--- src/core/mfb_defs.vh ---
// constants for the fault interrupt and beep code block
`ifndef MFB_DEFS_VH
`define MFB_DEFS_VH
`define MFB_CLK_HZ        200000000
`define MFB_NMI_MIN_MS    30
`define MFB_NMI_CYC       (((`MFB_CLK_HZ / 1000) * `MFB_NMI_MIN_MS))
`define MFB_BEEP_ON_MS    100
`define MFB_BEEP_GAP_MS   100
`define MFB_DIGIT_GAP_MS  600
`define MFB_MS_CYC        (`MFB_CLK_HZ / 1000)
`define MFB_CODE_W        16
// codes as four hex digits, played from the top nibble down
`define MFB_CODE_CPU_MISS 16'h1521
`define MFB_CODE_IDENT    16'h1524
`define MFB_CODE_PG_DROP  16'h1542
`define MFB_CODE_PWR_CTL  16'h1544
`define MFB_CODE_VR_WDT   16'h1512
`define MFB_CODE_PSU_MIX  16'h1514
`define MFB_NSRC          6
`endif

--- src/core/mfb_fault_signal.v ---
// diagnostic interrupt pulse and beep code generator
`timescale 1ns/1ps
`include "mfb_defs.vh"

module mfb_fault_signal #(
  parameter NMI_CYC   = `MFB_NMI_CYC,
  parameter MS_CYC    = `MFB_MS_CYC,
  parameter BEEP_ON   = `MFB_BEEP_ON_MS,
  parameter BEEP_GAP  = `MFB_BEEP_GAP_MS,
  parameter DIGIT_GAP = `MFB_DIGIT_GAP_MS
) (
  input  wire ref_clk,
  input  wire resetn,
  // system state and interrupt requests
  input  wire sys_reset_or_pwrdn,
  input  wire chassis_nmi_req,
  input  wire fp_nmi_button,
  input  wire wdt_pretimeout,
  input  wire wdt_action_nmi,

  // fault detections, each taken on its rising edge
  input  wire cpu_missing,
  input  wire processor_ident_match_code,
  input  wire pg_dropout,
  input  wire pwr_ctl_fault,
  input  wire voltage_regulator_watchdog,
  input  wire psu_incompat_fail,

  // toward the host
  output reg  nmi_out,
  output reg  sel_log_req,
  output reg  nmi_locked,

  // toward the beeper
  output reg  beep_out,
  output reg  beep_busy
);

  // beep sequencer states
  localparam ST_IDLE = 2'd0;
  localparam ST_ON   = 2'd1;
  localparam ST_GAP  = 2'd2;
  localparam ST_DGAP = 2'd3;

  // nmi side
  reg [31:0] nmi_cnt_r;
  reg        btn_d_r;
  reg        pto_d_r;
  reg        chs_d_r;
  wire       btn_ev = fp_nmi_button & ~btn_d_r;
  wire       pto_ev = wdt_pretimeout & wdt_action_nmi & ~pto_d_r;
  wire       chs_ev = chassis_nmi_req & ~chs_d_r;
  wire       nmi_trig = (btn_ev | pto_ev | chs_ev) & ~nmi_locked;

  // detectors reset low, so an input already high at release is an edge
  always @(posedge ref_clk)
  begin
    if (!resetn)
    begin
      btn_d_r <= 1'b0;
      pto_d_r <= 1'b0;
      chs_d_r <= 1'b0;
    end
    else
    begin
      btn_d_r <= fp_nmi_button;
      pto_d_r <= wdt_pretimeout & wdt_action_nmi;
      chs_d_r <= chassis_nmi_req;
    end
  end

  // logging is wanted even when the pulse is locked out
  always @(posedge ref_clk)
  begin
    if (!resetn)
      sel_log_req <= 1'b0;
    else
      sel_log_req <= btn_ev | pto_ev;
  end

  // the count restarts only on a trigger, and none can come mid-pulse
  always @(posedge ref_clk)
  begin
    if (!resetn)
    begin
      nmi_out   <= 1'b0;
      nmi_cnt_r <= 32'h00000000;
    end
    else if (nmi_trig)
    begin
      nmi_out   <= 1'b1;
      nmi_cnt_r <= 32'h00000000;
    end
    else if (nmi_out)
    begin
      if (nmi_cnt_r >= NMI_CYC - 1)
        nmi_out <= 1'b0;
      else
        nmi_cnt_r <= nmi_cnt_r + 32'h00000001;
    end
  end

  // a clear seen while the pulse runs is ignored: the pulse is never cut
  always @(posedge ref_clk)
  begin
    if (!resetn)
      nmi_locked <= 1'b0;
    else if (nmi_trig)
      nmi_locked <= 1'b1;
    else if (!nmi_out && sys_reset_or_pwrdn)
      nmi_locked <= 1'b0;
  end

  // beep side: rising edge of each fault detection latches a pending bit
  wire [`MFB_NSRC-1:0] src = {psu_incompat_fail, voltage_regulator_watchdog,
                              pwr_ctl_fault, pg_dropout,
                              processor_ident_match_code, cpu_missing};
  // one pending bit per source, set by the per-source loop below
  wire [`MFB_NSRC-1:0] pend;
  reg  [`MFB_CODE_W-1:0] code_r;
  reg  [1:0]  st_r;
  reg  [1:0]  dig_idx_r;
  reg  [3:0]  beep_left_r;
  reg  [31:0] ms_cnt_r;
  reg  [15:0] ms_left_r;
  wire        ms_tick = (ms_cnt_r == MS_CYC - 1);
  wire        tmr_done = ms_tick & (ms_left_r == 16'h0000);

  // pick the lowest pending source; cpu_missing has the highest priority
  reg [`MFB_CODE_W-1:0] sel_code;
  reg [`MFB_NSRC-1:0]   sel_bit;
  reg [2:0]             sel_idx;
  integer i;
  always @*
  begin
    sel_bit = {`MFB_NSRC{1'b0}};
    sel_idx = 3'd0;
    for (i = `MFB_NSRC - 1; i >= 0; i = i - 1)
      if (pend[i])
      begin
        sel_bit    = {`MFB_NSRC{1'b0}};
        sel_bit[i] = 1'b1;
        sel_idx    = i[2:0];
      end
  end

  // code table; digits play from the top nibble down
  always @*
  begin
    case (sel_idx)
      3'd0:    sel_code = `MFB_CODE_CPU_MISS;
      3'd1:    sel_code = `MFB_CODE_IDENT;
      3'd2:    sel_code = `MFB_CODE_PG_DROP;
      3'd3:    sel_code = `MFB_CODE_PWR_CTL;
      3'd4:    sel_code = `MFB_CODE_VR_WDT;
      default: sel_code = `MFB_CODE_PSU_MIX;
    endcase
  end

  // one play per detected edge; a level never repeats it
  genvar g;
  generate
    for (g = 0; g < `MFB_NSRC; g = g + 1)
    begin : g_src
      reg edge_d_r;
      reg pend_bit_r;
      assign pend[g] = pend_bit_r;

      always @(posedge ref_clk)
      begin
        if (!resetn)
        begin
          edge_d_r   <= 1'b0;
          pend_bit_r <= 1'b0;
        end
        else
        begin
          edge_d_r <= src[g];
          // set wins over the take, so an edge is never lost
          if (src[g] & ~edge_d_r)
            pend_bit_r <= 1'b1;
          else if (st_r == ST_IDLE && sel_bit[g])
            pend_bit_r <= 1'b0;
        end
      end
    end
  endgenerate

  // the prescaler restarts with every code, so each beep is whole
  always @(posedge ref_clk)
  begin
    if (!resetn)
      ms_cnt_r <= 32'h00000000;
    else if (ms_tick || st_r == ST_IDLE)
      ms_cnt_r <= 32'h00000000;
    else
      ms_cnt_r <= ms_cnt_r + 32'h00000001;
  end

  // busy bridges the idle cycle between two queued codes
  always @(posedge ref_clk)
  begin
    if (!resetn)
      beep_busy <= 1'b0;
    else if (st_r == ST_IDLE)
      beep_busy <= |pend;
  end

  always @(posedge ref_clk)
  begin
    if (!resetn)
    begin
      code_r      <= 16'h0000;
      st_r        <= ST_IDLE;
      dig_idx_r   <= 2'd0;
      beep_left_r <= 4'h0;
      ms_left_r   <= 16'h0000;
      beep_out    <= 1'b0;
    end
    else
    begin
      // whole milliseconds left in the current beep or pause
      if (ms_tick && ms_left_r != 16'h0000)
        ms_left_r <= ms_left_r - 16'h0001;
      case (st_r)
        ST_IDLE:
        begin
          beep_out <= 1'b0;
          if (|pend)
          begin
            // the first digit comes straight from the picker
            code_r      <= sel_code;
            dig_idx_r   <= 2'd0;
            beep_left_r <= sel_code[`MFB_CODE_W-1 -: 4];
            beep_out    <= 1'b1;
            ms_left_r   <= BEEP_ON[15:0] - 16'h0001;
            st_r        <= ST_ON;
          end
        end
        ST_ON:
          if (tmr_done)
          begin
            beep_out    <= 1'b0;
            beep_left_r <= beep_left_r - 4'h1;
            if (beep_left_r == 4'h1)
            begin
              ms_left_r <= DIGIT_GAP[15:0] - 16'h0001;
              st_r      <= ST_DGAP;
            end
            else
            begin
              ms_left_r <= BEEP_GAP[15:0] - 16'h0001;
              st_r      <= ST_GAP;
            end
          end
        ST_GAP:
          if (tmr_done)
          begin
            beep_out  <= 1'b1;
            ms_left_r <= BEEP_ON[15:0] - 16'h0001;
            st_r      <= ST_ON;
          end
        ST_DGAP:
          if (tmr_done)
          begin
            if (dig_idx_r == 2'd3)
              st_r <= ST_IDLE;
            else
            begin
              // shift the next digit up; digits play in order
              code_r      <= {code_r[`MFB_CODE_W-5:0], 4'h0};
              beep_left_r <= code_r[`MFB_CODE_W-5 -: 4];
              dig_idx_r   <= dig_idx_r + 2'd1;
              beep_out    <= 1'b1;
              ms_left_r   <= BEEP_ON[15:0] - 16'h0001;
              st_r        <= ST_ON;
            end
          end
        default:
          st_r <= ST_IDLE;
      endcase
    end
  end

endmodule // mfb_fault_signal

--- config.mk ---
export PLATFORM = sky130hd
export DESIGN_NAME = mfb_fault_signal
export DESIGN_NICKNAME = d
export VERILOG_FILES = /design/src/core/mfb_fault_signal.v
export VERILOG_INCLUDE_DIRS = /design/src /design/src/core
export SDC_FILE = /design/constraint.sdc
export NUM_CORES = 1
export LEC_CHECK = 0
export BUFFER_PORTS_ARGS = -buffer_cell sky130_fd_sc_hd__buf_2
export CAP_MARGIN = 20
export CELL_PAD_IN_SITES_DETAIL_PLACEMENT = 1
export CELL_PAD_IN_SITES_GLOBAL_PLACEMENT = 2
export CORE_ASPECT_RATIO = 1.75
export CORE_MARGIN = 3
export CORE_UTILIZATION = 35
export DETAILED_ROUTE_END_ITERATION = 8
export PLACE_DENSITY_LB_ADDON = 0.1
export SLEW_MARGIN = 20
export SYNTH_ARGS = -nofsm -noshare
export SYNTH_HDL_FRONTEND = slang
export SYNTH_SLANG_ARGS = --single-unit
export TNS_END_PERCENT = 100
--- constraint.sdc ---
create_clock -name ref_clk -period 2.3 [get_ports ref_clk]
set_clock_uncertainty 0.2 [all_clocks]
set_input_delay 0.115 -clock ref_clk [delete_from_list [all_inputs] [get_ports ref_clk]]
set_output_delay 0.115 -clock ref_clk [all_outputs]
set_load 0.1 [all_outputs]
# After elaboration in Yosys (flattened, before gate mapping)
# Cells that the tools add are included.
# totals
ff_bits,120
input_bits,13
# op_classes
addsub,5
mux,64
n_eq_ne,15
n_bitwise,26
n_lt_le_gt_ge,1
n_reduce_logical,31
# ops
op,n
$mux 16,6
$add 32x1->32 const B,2
$pmux 16 s4,1
$mux 12,3
$mux 6,6
$pmux 7 s5,1
$eq 32x18->1 const B,1
$ge 32x23->1 const B,1
$mux 1,24
$pmux 12 s2,1
$mux 3,6
$logic_not 16->1,1
$mux 4,4
$reduce_bool 16->1,1
$reduce_bool 2->1,8
$sub 16x1->16 const B,1
$mux 2,7
$and 1x1->1,12
$not 1->1,12
$pmux 4 s3,1
$reduce_and 4->1,3
$mux 10,1
$logic_and 1x1->1,8
$ne 2x2->1 const B,4
22 further kinds,27

# Longest topological paths before layout
# Gate-level depths: netlist of the first run.
# depth
word_depth,10
mapped_depth,9
mapped_depth_nobuf,8

# Worst setup path before layout of the first run
# Ideal clock, no wire load.
# synth_path
path_type,reg2reg
startpoint,register nmi_out
endpoint,register nmi_cnt_r[18]
n_path_buf,0
t_required_ps,2030
stages_incl_launch_ff,7
arrival_time_ps,2515
setup_time_ps,70
slack_ps,-486
path_cell_list,dfxtp_1 nor4b_1 nand3_1 a21oi_1 nand3_1 or4_1 a21oi_1
# synth_via
elab_chain_cells,1
# synth_rtl
item,line_no,source
start: declaration,mfb_fault_signal.v:30,"output reg nmi_out,"
start signal: assignment,mfb_fault_signal.v:86,nmi_out <= 1'b0;
start signal: assignment,mfb_fault_signal.v:91,nmi_out <= 1'b1;
start signal: assignment,mfb_fault_signal.v:97,nmi_out <= 1'b0;
$reduce_and 2->1 (no line),-,
end signal: assignment,mfb_fault_signal.v:99,nmi_cnt_r <= nmi_cnt_r + 32'h00000001;
end: declaration,mfb_fault_signal.v:46,reg [31:0] nmi_cnt_r;
# Every way passes these cells.
# A chain may end at the register's enable or synchronous reset.

# Worst setup path in the final report of the first run
# layout_path
startpoint,register ms_cnt_r[0]
endpoint,register beep_left_r[1]
# layout_via
elab_chain_cells,4
elab_cells_between_ends,5
classes_between,eq/ne: 3; bitwise: 1; reduce/logical: 1
# layout_rtl
item,line_no,source
start: declaration,mfb_fault_signal.v:124,reg [31:0] ms_cnt_r;
start signal: assignment,mfb_fault_signal.v:197,ms_cnt_r <= ms_cnt_r + 32'h00000001;
$eq 32x18->1 *,mfb_fault_signal.v:126,wire ms_tick = (ms_cnt_r == MS_CYC - 1);
$and 1x1->1 *,mfb_fault_signal.v:127,wire tmr_done = ms_tick & (ms_left_r == 16'h0000);
$ne 2x2->1 (no line),-,
$reduce_and 5->1 (no line) *,-,
end signal: assignment,mfb_fault_signal.v:234,beep_left_r <= sel_code[`MFB_CODE_W-1 -: 4];
end signal: assignment,mfb_fault_signal.v:244,beep_left_r <= beep_left_r - 4'h1;
end signal: assignment,mfb_fault_signal.v:272,beep_left_r <= code_r[`MFB_CODE_W-5 -: 4];
end: declaration,mfb_fault_signal.v:123,reg [3:0] beep_left_r;
# Mark *: on every way between the ends. The rest lies on a longest branch, timed or not.

==> results of run 1 <==
## state kept, by name, indices dropped and copies added (netlist names), 2 cells and up
name and flops:
beep_left_r 4, dig_idx_r 2, g_src.pend_bit_r 6, ms_cnt_r 32, nmi_cnt_r 32, st_r 2, code_r 9, g_src.edge_d_r 6
ms_left_r 16
## metal layers
layer | vias up | part of all wire (%) | global-route usage (%) | wire, um
met2 | 51 | 57 | 35.1 | 8330
met4 | 0 | 2.6 | 7.67 | 377
met3 | 28 | 1.8 | 3.67 | 261
met5 | - | 0 | 0 | 0
li1 | 2378 | - | - | -
met1 | 2339 | 39 | 18.2 | 5670
## final timing paths
check,to,slack (ns)
min reg2reg,g_src[0].pend_bit_r$_SDFFE_PN0P_,0.22
max,beep_left_r[1]$_SDFFE_PN0P_,0.002
max reg2reg,beep_left_r[1]$_SDFFE_PN0P_,0.002
min,g_src[0].pend_bit_r$_SDFFE_PN0P_,0.22
## worst max-delay path, stage by stage (launching register included)
cell                      delay [ns]
sky130_fd_sc_hd__dfxtp_2        0.35
sky130_fd_sc_hd__ha_2           0.18
sky130_fd_sc_hd__and4_4         0.21
sky130_fd_sc_hd__nand2_2        0.11
sky130_fd_sc_hd__nor3_4         0.21
sky130_fd_sc_hd__buf_6          0.17
sky130_fd_sc_hd__a31oi_4        0.09
sky130_fd_sc_hd__or3_4          0.44
sky130_fd_sc_hd__o221a_4        0.23
## through the flow
stage | setup WS [ns] | util (%) | instance area [sq um] | std cells
floorplan | -0.0786 | - | 5380 | 617
global placement | -0.0465 | 42.1 | 6150 | 859
detailed placement | -0.0513 | 42.1 | 6150 | 859
CTS | -0.0199 | 48.0 | 7010 | 912
global route | -0.0997 | 49.1 | 7160 | 917
finish | 0.00226 | 49.1 | 7160 | 917
## cell families after synthesis
| family | count (synthesis) | share of synthesized area (%) |
|---|---|---|
| multiplexers | 1 | 0.212 |
| AO/OA/AOI/OAI | 89 | 11.2 |
| flip-flops | 117 | 44.2 |
| AND/OR/NAND/NOR | 308 | 30.8 |
| buffers and inverters | 39 | 2.85 |
| adder cells (fa/ha/maj) | 6 | 1.42 |
| XOR/XNOR | 57 | 9.41 |
## what timing repair did
item	4_1_cts	5_1_grt
gates resized for setup	22	23
hold buffers	13	0
buffers inserted	8	5
endpoints found under the hold margin	26	0
pin swaps	13	8
setup endpoints to repair	10	43
## power by group
part	total (W)	leakage [nW]	internal, W	switching [W]
clock	0.00254	0.273	0.00152	0.00102
sequential	0.00213	0.958	0.00209	0.0000408
combinational	0.000552	1.54	0.000225	0.000327
total	0.00522	2.77	0.00383	0.00139
## final cells by class
type	count	area [sq um]
inverters	16	60.1
fillers	1694	7430
clock buffers	18	439
repair buffers	111	883
flip-flops and latches	117	2360
multi-input cells	461	3060
clock inverters	14	129
well taps	180	225
## cell usage after synthesis, types with 4 or more instances
cell type                  instances  area share (%)
sky130_fd_sc_hd__nor2_1           89             6.3
sky130_fd_sc_hd__xor2_1           41             6.8
sky130_fd_sc_hd__nor4_1            8            0.94
sky130_fd_sc_hd__nand2_1          48             3.4
sky130_fd_sc_hd__and3_1           23             2.7
sky130_fd_sc_hd__inv_1            15             1.1
sky130_fd_sc_hd__nor3_1           19             1.8
sky130_fd_sc_hd__nand4_1          17             2.0
sky130_fd_sc_hd__or2_2             4            0.47
sky130_fd_sc_hd__dfxtp_1         117              44
sky130_fd_sc_hd__clkbuf_1         21             1.5
sky130_fd_sc_hd__and4_1            6            0.99
sky130_fd_sc_hd__ha_1              6             1.4
sky130_fd_sc_hd__a21oi_1          33             3.1
sky130_fd_sc_hd__and2_1           13             1.5
sky130_fd_sc_hd__or4_1             5            0.71
sky130_fd_sc_hd__nand2b_1          7            0.83
sky130_fd_sc_hd__o31ai_1           5            0.71
sky130_fd_sc_hd__xnor2_1          16             2.6
sky130_fd_sc_hd__or3_1             6            0.71
sky130_fd_sc_hd__o21ai_0          19             1.8
sky130_fd_sc_hd__nand3_1          39             3.7
==> flow_summary.toml, run 1 <==
[run_status]
status = "finished clean"

[setup_path]
worst-setup-path-type = "reg -> reg"
r2r-start = "ms_cnt_r[0]$_SDFF_PP0_"
critPathLaunch = "ms_cnt_r[0]$_SDFF_PP0_"
critical_path_required_ns = 2.40
r2r_cells = 8
worstSetupEndpointType = "flip-flop"
critical_path.max_fanout = 7
timing.critical_path.arrival_ns = 2.40
critical_path.startpoint_type = "flip-flop"

[logic_synthesis]
yosysWarnings = 0
async_set_or_reset_register_ratio_after_synthesis_pct = 0
synth_fp_nets = 636
postSynthCellCount = 617
count_of_distinct_cell_types_in_the_synthesized_netlist = 61
synth_seq_area_share_pct = 44.2
synth_area_sq_mm = 0.00530
synth_flop_cell = "sky130_fd_sc_hd__dfxtp_1"
syn_area_per_cell_sq_um = 8.60
synth.ff_latch_count = 117
edff_count_synth = 0

[pwr]
p_leak_nw = 2.77
total_power_divided_by_cell_area_mw_per_mm2 = 730
ir_worst_vdd_mv = 0.408
total_power_w = 0.00522

[detailed_routing]
drt.antenna.violating_nets = 0
first_pass_iters = 4
drc = 0
detailroute.via_count = 4796
dr.first_iter.drc_count = 120
routed_wire_length_per_instance_um = 16.0
via_per_inst = 5.23
routed_wirelength_um = 14600

[sta]
timing.final.setup_violations = 0
maxSlewHeadroom_pct = 64.9
rsz0062_at_grt = "yes"
post-route-period-util_pct = 99.9
fmax_mhz = 435
fin_hold_ws_ns = 0.219
report.final.slew_viol_count = 0
tightest_slew_ns = 0.522
hold_vio_cnt_final = 0
period_needed_ns = 2.30
fin_setup_tns_ns = 0

[worst_hold_path]
worstHoldPathType = "reg -> reg"
hold-path-cell-count = 1
worstHoldStart = "g_src[0].edge_d_r$_SDFF_PN0_"

[floorplan]
fp.dieArea_sq_mm = 0.0167
pin_count = 18
core_area_sq_mm = 0.0146
rows = 58
die_y_um = 169
die_width_um = 99.1
floorplan.initialDensity_pct = 36.4

[clock_network]
ctsHtreeMaxLevel = 4
clock_latency_at_the_later_pin_of_the_worst_skew_pair_ns = 0.41
cts-buffers-inserted = 17
clock_tree.root_cell = "sky130_fd_sc_hd__clkbuf_16"
clkSinkCount = 117
clk_transition_reported_paths_ns = 0.06
max-clock-path-buffers = 2
tritoncts = "done"

[placement]
numPortBuffers = 17
place_hpwl_um = 10500
gp_congestion = 0.827

[global_routing]
antenna_found_initial = 0
grt_pass1_vias = 5220
grt_overflow = 0
grt_pass1_wl_um = 24500
pin_count_of_the_biggest_net_entering_global_routing = 28
global_route.usage.total_pct = 18.1

[cells_and_area]
most-common-layout-cells = "sky130_fd_sc_hd__dfxtp_1 (103), sky130_fd_sc_hd__nor2_1 (89), sky130_fd_sc_hd__buf_4 (72), sky130_fd_sc_hd__nand2_1 (45), sky130_fd_sc_hd__xor2_1 (39)"
n_antenna_cell = 0
nets = 743
area_growth_syn_to_layout_pct = 35.0
mostFrequentLayoutCell = "sky130_fd_sc_hd__dfxtp_1"
post_route_cells_drive_above_1_share_pct = 26.9

[job]
drv.max_cap_violation_count = 0
(Power assumes the default switching activity.)
==> run 2, diff against run 1 <==
--- a/config.mk
+++ b/config.mk
@@ -8,13 +8,10 @@
 export LEC_CHECK = 0
 export BUFFER_PORTS_ARGS = -buffer_cell sky130_fd_sc_hd__buf_2
 export CAP_MARGIN = 20
-export CELL_PAD_IN_SITES_DETAIL_PLACEMENT = 1
-export CELL_PAD_IN_SITES_GLOBAL_PLACEMENT = 2
 export CORE_ASPECT_RATIO = 1.75
 export CORE_MARGIN = 3
-export CORE_UTILIZATION = 35
+export CORE_UTILIZATION = 40
 export DETAILED_ROUTE_END_ITERATION = 8
-export PLACE_DENSITY_LB_ADDON = 0.1
 export SLEW_MARGIN = 20
 export SYNTH_ARGS = -nofsm -noshare
 export SYNTH_HDL_FRONTEND = slang
==> run 2 against run 1 <==
  * Die area decreased by 12%
  * Critical path depth did not move
  * Clock power barely moved
  * Utilization up 6.4 points
  * Largest power group unchanged
==> flow_summary.toml, run 2 (synthesized netlist as in run 1, its figures left out) <==
[detailed_routing]
routed_wire_length_per_instance_um = 14.2
drc = 0
drt.antenna.violating_nets = 0
via_per_inst = 5.20
first_pass_iters = 4
routed_wirelength_um = 13000
detailroute.via_count = 4740
dr.first_iter.drc_count = 136

[cells_and_area]
area_growth_syn_to_layout_pct = 35.2
post_route_cells_drive_above_1_share_pct = 25.5
n_antenna_cell = 0
fillers = 1197
nets = 746
mostFrequentLayoutCell = "sky130_fd_sc_hd__dfxtp_1"
instances_no_fill = 911
most-common-layout-cells = "sky130_fd_sc_hd__dfxtp_1 (110), sky130_fd_sc_hd__nor2_1 (84), sky130_fd_sc_hd__buf_4 (70), sky130_fd_sc_hd__nand2_1 (46), sky130_fd_sc_hd__xor2_1 (40)"
postLayoutCellArea_sq_mm = 0.00717
layout_top_registers = "ms_cnt_r x32, nmi_cnt_r x32, ms_left_r x16"
final_core_utilization_pct = 55.4

[pwr]
ir_worst_vdd_mv = 0.579
p_int_w = 0.00381
comb_power_share_pct = 10.5
total_power_w = 0.00524
sequentialPowerShare_pct = 40.6
total_power_divided_by_cell_area_mw_per_mm2 = 731
switching_share_pct = 27.4
switchingPower_w = 0.00144
p_leak_nw = 2.78
p_clk_share_pct = 48.8

[setup_path]
r2r_cells = 8
timing.reg2reg.setup_slack_ns = 0.04
worstSetupEndpointType = "flip-flop"
timing.critical_path.arrival_ns = 2.36
critical_path_required_ns = 2.40
critical_path.max_fanout = 3
critical_register_to_register_path_endpoint = "ms_left_r[7]$_SDFF_PN0_"
critical_path.startpoint_type = "flip-flop"
r2r-start = "ms_left_r[0]$_SDFF_PN0_"
worst_setup_path_endpoint = "ms_left_r[7]$_SDFF_PN0_"
worst-setup-path-type = "reg -> reg"
critPathLaunch = "ms_left_r[0]$_SDFF_PN0_"

[sta]
maxSlewHeadroom_pct = 66.2
fmax_mhz = 443
timing.final.setup_violations = 0
hold_vio_cnt_final = 0
report.final.slew_viol_count = 0
layout_setup_ws_ns = 0.0427
period_needed_ns = 2.26
rsz0062_at_grt = "yes"
tightest_slew_ns = 0.503
post-route-period-util_pct = 98.1

[clock_network]
clkSinkCount = 117
clock_latency_at_the_later_pin_of_the_worst_skew_pair_ns = 0.41
ctsHtreeMaxLevel = 4
cts-buffers-inserted = 17
clk_transition_reported_paths_ns = 0.06
clock_tree.root_cell = "sky130_fd_sc_hd__clkbuf_16"
max-clock-path-buffers = 2
tritoncts = "done"

[placement]
gp_congestion = 0.862
dpl_worst_slack_ns = -0.0671
place.detailed.instances = 846
place_hpwl_um = 8950
numPortBuffers = 17
detailed_place.area_sq_mm = 0.00609

[floorplan]
floorplan.initialDensity_pct = 41.0
core_area_sq_mm = 0.0129
pin_count = 18
die_width_um = 93.0
fp.dieArea_sq_mm = 0.0147
die_y_um = 158
rows = 55

[run_status]
status = "finished clean"

[worst_hold_path]
worstHoldPathType = "reg -> reg"

[global_routing]
grt_pass1_wl_um = 22100
grt_overflow = 0
pin_count_of_the_biggest_net_entering_global_routing = 21
grt_pass1_vias = 4853
antenna_found_initial = 0
global_route.usage.total_pct = 18.7

[job]
drv.max_cap_violation_count = 0
run 2: stage by stage:
stage               hold slack (ns)  setup TNS [ns]
global placement              0.111         -0.0118
detailed placement            0.122          -0.289
finish                        0.230               0
floorplan                    0.0216          -0.252
global route                  0.244          -0.480
CTS                           0.238         -0.0144
run 2: timing repair:
action	in CTS	in global routing
setup buffers	8	4
endpoints found under the setup margin	10	34
hold endpoints to repair	20	0
pin swaps	8	11
gates resized for setup	7	32
hold buffers	21	0
cloned	0	0
run 2: worst min path at each step:
stage,start,to,slack (ns),cells after the start
finish,g_src[0].edge_d_r$_SDFF_PN0_,g_src[0].pend_bit_r$_SDFFE_PN0P_,0.23,1
global route,g_src[0].edge_d_r$_SDFF_PN0_,g_src[0].pend_bit_r$_SDFFE_PN0P_,0.24,1
CTS,g_src[0].edge_d_r$_SDFF_PN0_,g_src[0].pend_bit_r$_SDFFE_PN0P_,0.24,1
detailed placement,cpu_missing,g_src[0].edge_d_r$_SDFF_PN0_,0.12,3
global placement,cpu_missing,g_src[0].edge_d_r$_SDFF_PN0_,0.11,3
floorplan,cpu_missing,g_src[0].edge_d_r$_SDFF_PN0_,0.02,2
run 2: cell type report:
type	instances	area (sq um)	share of cell area, %
Multi-Input combinational cell	461	3060	42.7
Sequential cell	117	2350	32.8
Timing Repair Buffer	114	906	12.6
Clock buffer	18	450	6.28
Tap cell	171	214	2.98
Clock inverter	14	129	1.80
Inverter	16	60.1	0.837
run 2: power groups by stage:
stage / registers [W] / clock network, W / logic [W]
finish: 0.00213 / 0.00256 / 0.000553
global route: 0.00214 / 0.00272 / 0.000605
CTS: 0.00213 / 0.00262 / 0.000523
detailed placement: 0.00217 / 0 / 0.000480
global placement: 0.00217 / 0 / 0.000475
floorplan: 0.00223 / 0 / 0.000276
run 2: metal layers:
metal | part of all wire [%] | vias to the layer above | GRT usage (%)
li1 | - | 2397 | -
met1 | 39 | 2256 | 19.6
met2 | 56 | 66 | 35.7
met3 | 2.3 | 21 | 3.88
met4 | 2.5 | 0 | 7.62
met5 | 0 | - | 0
run 2: critical path, stage by stage, from the launching register on:
cell,delay [ns]
sky130_fd_sc_hd__dfxtp_2,0.35
sky130_fd_sc_hd__inv_2,0.05
sky130_fd_sc_hd__ha_4,0.14
sky130_fd_sc_hd__nor3b_4,0.15
sky130_fd_sc_hd__and3_4,0.21
sky130_fd_sc_hd__a2111oi_4,0.31
sky130_fd_sc_hd__or4b_4,0.51
sky130_fd_sc_hd__xor2_2,0.17
sky130_fd_sc_hd__nor2_2,0.05
==> run 3, diff against run 2 <==
--- a/config.mk
+++ b/config.mk
@@ -8,9 +8,10 @@
 export LEC_CHECK = 0
 export BUFFER_PORTS_ARGS = -buffer_cell sky130_fd_sc_hd__buf_2
 export CAP_MARGIN = 20
-export CORE_ASPECT_RATIO = 1.75
 export CORE_MARGIN = 3
 export CORE_UTILIZATION = 40
+export CTS_BUF_LIST = sky130_fd_sc_hd__clkbuf_16
+export CTS_CLUSTER_DIAMETER = 200
 export DETAILED_ROUTE_END_ITERATION = 8
 export SLEW_MARGIN = 20
 export SYNTH_ARGS = -nofsm -noshare
==> run 3 against run 2 <==
  * The flow now finishes with violations (setup timing)
  * Register-to-register slack got worse by 0.06 ns
  * Via count decreased by 3.3%
  * Maximum frequency shrank 2.8%
  * Die area shrank 0.37%
  * Sequential power about the same
  * Cell area shrank 3.3%
  * Combinational power is 3.8% lower
  * Clock power about the same
  * Clock-buffer cell count is 1 lower
  * Worst setup slack got worse by 0.065 ns
  * Critical path depth down 1
  * Critical path type unchanged
  * Largest power group unchanged
  * Highest routed layer unchanged
==> flow_summary.toml, run 3 (synthesized netlist as in run 1, its figures left out) <==
[run_status]
status = "complete, but fails checks"
violations = "setup timing"

[pwr]
comb_power_share_pct = 10.1
p_int_w = 0.00390
p_clk_share_pct = 49.3
p_leak_nw = 2.65
switchingPower_w = 0.00135
total_power_divided_by_cell_area_mw_per_mm2 = 756
ir_worst_vdd_mv = 0.621
switching_share_pct = 25.7
sequentialPowerShare_pct = 40.6

[placement]
place_hpwl_um = 8050
numPortBuffers = 17
place.detailed.instances = 838
gp_congestion = 0.849

[clock_network]
tritoncts = "done"
clock_tree.root_cell = "sky130_fd_sc_hd__clkbuf_16"
clkSinkCount = 117
clk_transition_reported_paths_ns = 0.06
ctsHtreeMaxLevel = 4
max-clock-path-buffers = 2
cts-buffers-inserted = 17
clock_latency_at_the_later_pin_of_the_worst_skew_pair_ns = 0.42

[sta]
fin_hold_ws_ns = 0.232
tightest_slew_ns = 0.491
rsz0062_at_grt = "yes"
timing.final.setup_violations = 3
report.final.slew_viol_count = 0
fmax_mhz = 431
hold_vio_cnt_final = 0
layout_setup_ws_ns = -0.0223
post-route-period-util_pct = 101
period_needed_ns = 2.32
maxSlewHeadroom_pct = 67.1

[global_routing]
grt_overflow = 0
antenna_found_initial = 0
global_route.usage.total_pct = 17.3
grt_pass1_wl_um = 20500
pin_count_of_the_biggest_net_entering_global_routing = 35
grt_pass1_vias = 4474

[cells_and_area]
layout_top_registers = "ms_cnt_r x32, nmi_cnt_r x32, ms_left_r x16"
n_antenna_cell = 0
most-common-layout-cells = "sky130_fd_sc_hd__dfxtp_1 (109), sky130_fd_sc_hd__nor2_1 (89), sky130_fd_sc_hd__buf_4 (55), sky130_fd_sc_hd__nand2_1 (46), sky130_fd_sc_hd__xor2_1 (40)"
instances_no_fill = 890
mostFrequentLayoutCell = "sky130_fd_sc_hd__dfxtp_1"
area_growth_syn_to_layout_pct = 30.8
post_route_cells_drive_above_1_share_pct = 23.4
nets = 724

[floorplan]
floorplan.initialDensity_pct = 41.5
die_width_um = 121
pin_count = 18
fp.dieArea_sq_mm = 0.0147
rows = 41
core_area_sq_mm = 0.0128
die_y_um = 121

[setup_path]
worst-setup-path-type = "reg -> reg"
critical_path.startpoint_type = "flip-flop"
critical_path_required_ns = 2.41
timing.reg2reg.setup_slack_ns = -0.02
worstSetupEndpointType = "flip-flop"
r2r-start = "ms_cnt_r[31]$_SDFF_PP0_"
timing.critical_path.slowest_cell_delay_ns = 0.52
critical_path.n_buffers_inverters = 1
cp_slowest_cell = "sky130_fd_sc_hd__or4b_4"
critPathLaunch = "ms_cnt_r[31]$_SDFF_PP0_"
cell_family_with_most_cp_delay = "simple AND/OR/NAND/NOR gates"
critical_path.cell_chain = "nor4_4, nand3_2, buf_6, a2111oi_4, or4b_4, xor2_2, nor2_2"
timing.critical_path.arrival_ns = 2.43
critical_path.max_fanout = 3

[detailed_routing]
detailroute.via_count = 4584
routed_wire_length_per_instance_um = 13.4
via_per_inst = 5.15
routed_wirelength_um = 12000
drt.antenna.violating_nets = 0
dr.first_iter.drc_count = 317
drc = 0
first_pass_iters = 4

[worst_hold_path]
worstHoldPathType = "reg -> reg"
worstHoldStart = "g_src[0].edge_d_r$_SDFF_PN0_"

[job]
drv.max_cap_violation_count = 0
run 3: cell types whose count changed in the layout (fill, tap and decap cells not counted), moves of 2 or more:
cell / change
sky130_fd_sc_hd__inv_6: -2
sky130_fd_sc_hd__nor2_1: +5
sky130_fd_sc_hd__dlygate4sd3_1: -8
sky130_fd_sc_hd__inv_8: -3
sky130_fd_sc_hd__bufinv_16: +2
sky130_fd_sc_hd__clkinv_2: +2
sky130_fd_sc_hd__buf_4: -15
sky130_fd_sc_hd__clkinv_1: +2
sky130_fd_sc_hd__nor2_2: -4
run 3: repair_timing:
action | 4_1_cts | 5_1_grt
pin swaps | 0 | 14
buffers inserted | 0 | 6
gates cloned | 0 | 1
hold buffers | 13 | 0
endpoints found under the setup margin | 7 | 30
hold endpoints to repair | 21 | 0
gates resized for setup | 1 | 30
run 3: area by class of cell:
cell class / count / area, sq um
Inverter: 16 / 60.1
Tap cell: 172 / 215
Multi-Input combinational cell: 461 / 3010
Fill cell: 1153 / 5830
Clock inverter: 15 / 154
Timing Repair Buffer: 92 / 718
Clock buffer: 17 / 425
Sequential cell: 117 / 2350
run 3: power groups by stage:
stage                     registers, W  clock network (W)  logic (W)
final                          0.00213            0.00259   0.000532
after global routing           0.00214            0.00274   0.000582
after CTS                      0.00213            0.00265   0.000503
after detailed placement       0.00217                  0   0.000485
after global placement         0.00217                  0   0.000479
after floorplan                0.00223                  0   0.000276
run 3: worst paths after layout:
| check | to | cells after the start |
|---|---|---|
| worst max-delay path | ms_left_r[7]$_SDFF_PN0_ | 7 |
| worst min-delay path | g_src[0].pend_bit_r$_SDFFE_PN0P_ | 1 |
| worst max register to register | ms_left_r[7]$_SDFF_PN0_ | 7 |
| worst min register to register | g_src[0].pend_bit_r$_SDFFE_PN0P_ | 1 |
run 3: metal layers:
layer	share of wire [%]	track usage, %	vias up
met3	3.1	5.36	13
met1	49	22.0	2165
li1	-	-	2349
met4	1.2	6.23	0
met5	0	0	-
met2	47	27.7	57
run 3: stage by stage:
| step | worst slack [ns] | total power (W) | setup TNS [ns] | utilization (%) | cell area [sq um] |
|---|---|---|---|---|---|
| after detailed placement | -0.0377 | 0.00266 | -0.0769 | 47.2 | 6030 |
| after CTS | -0.0462 | 0.00528 | -0.155 | 52.8 | 6740 |
| after floorplan | -0.0786 | 0.00250 | -0.252 | - | 5380 |
| after global routing | -0.134 | 0.00546 | -1.57 | 54.3 | 6940 |
| final | -0.0223 | 0.00525 | -0.0431 | 54.3 | 6940 |
| after global placement | -0.00290 | 0.00265 | -0.00290 | 47.2 | 6030 |
run 3: worst reg2reg max path, delay by kind of cell (launching register included):
kind | cells | cell delay (ns)
buffers and inverters | 1 | 0.16
and+or+nand+nor | 4 | 1.02
DFF | 1 | 0.34
xor gates and xnor gates | 1 | 0.16
AOI/OAI and AO/OA | 1 | 0.33
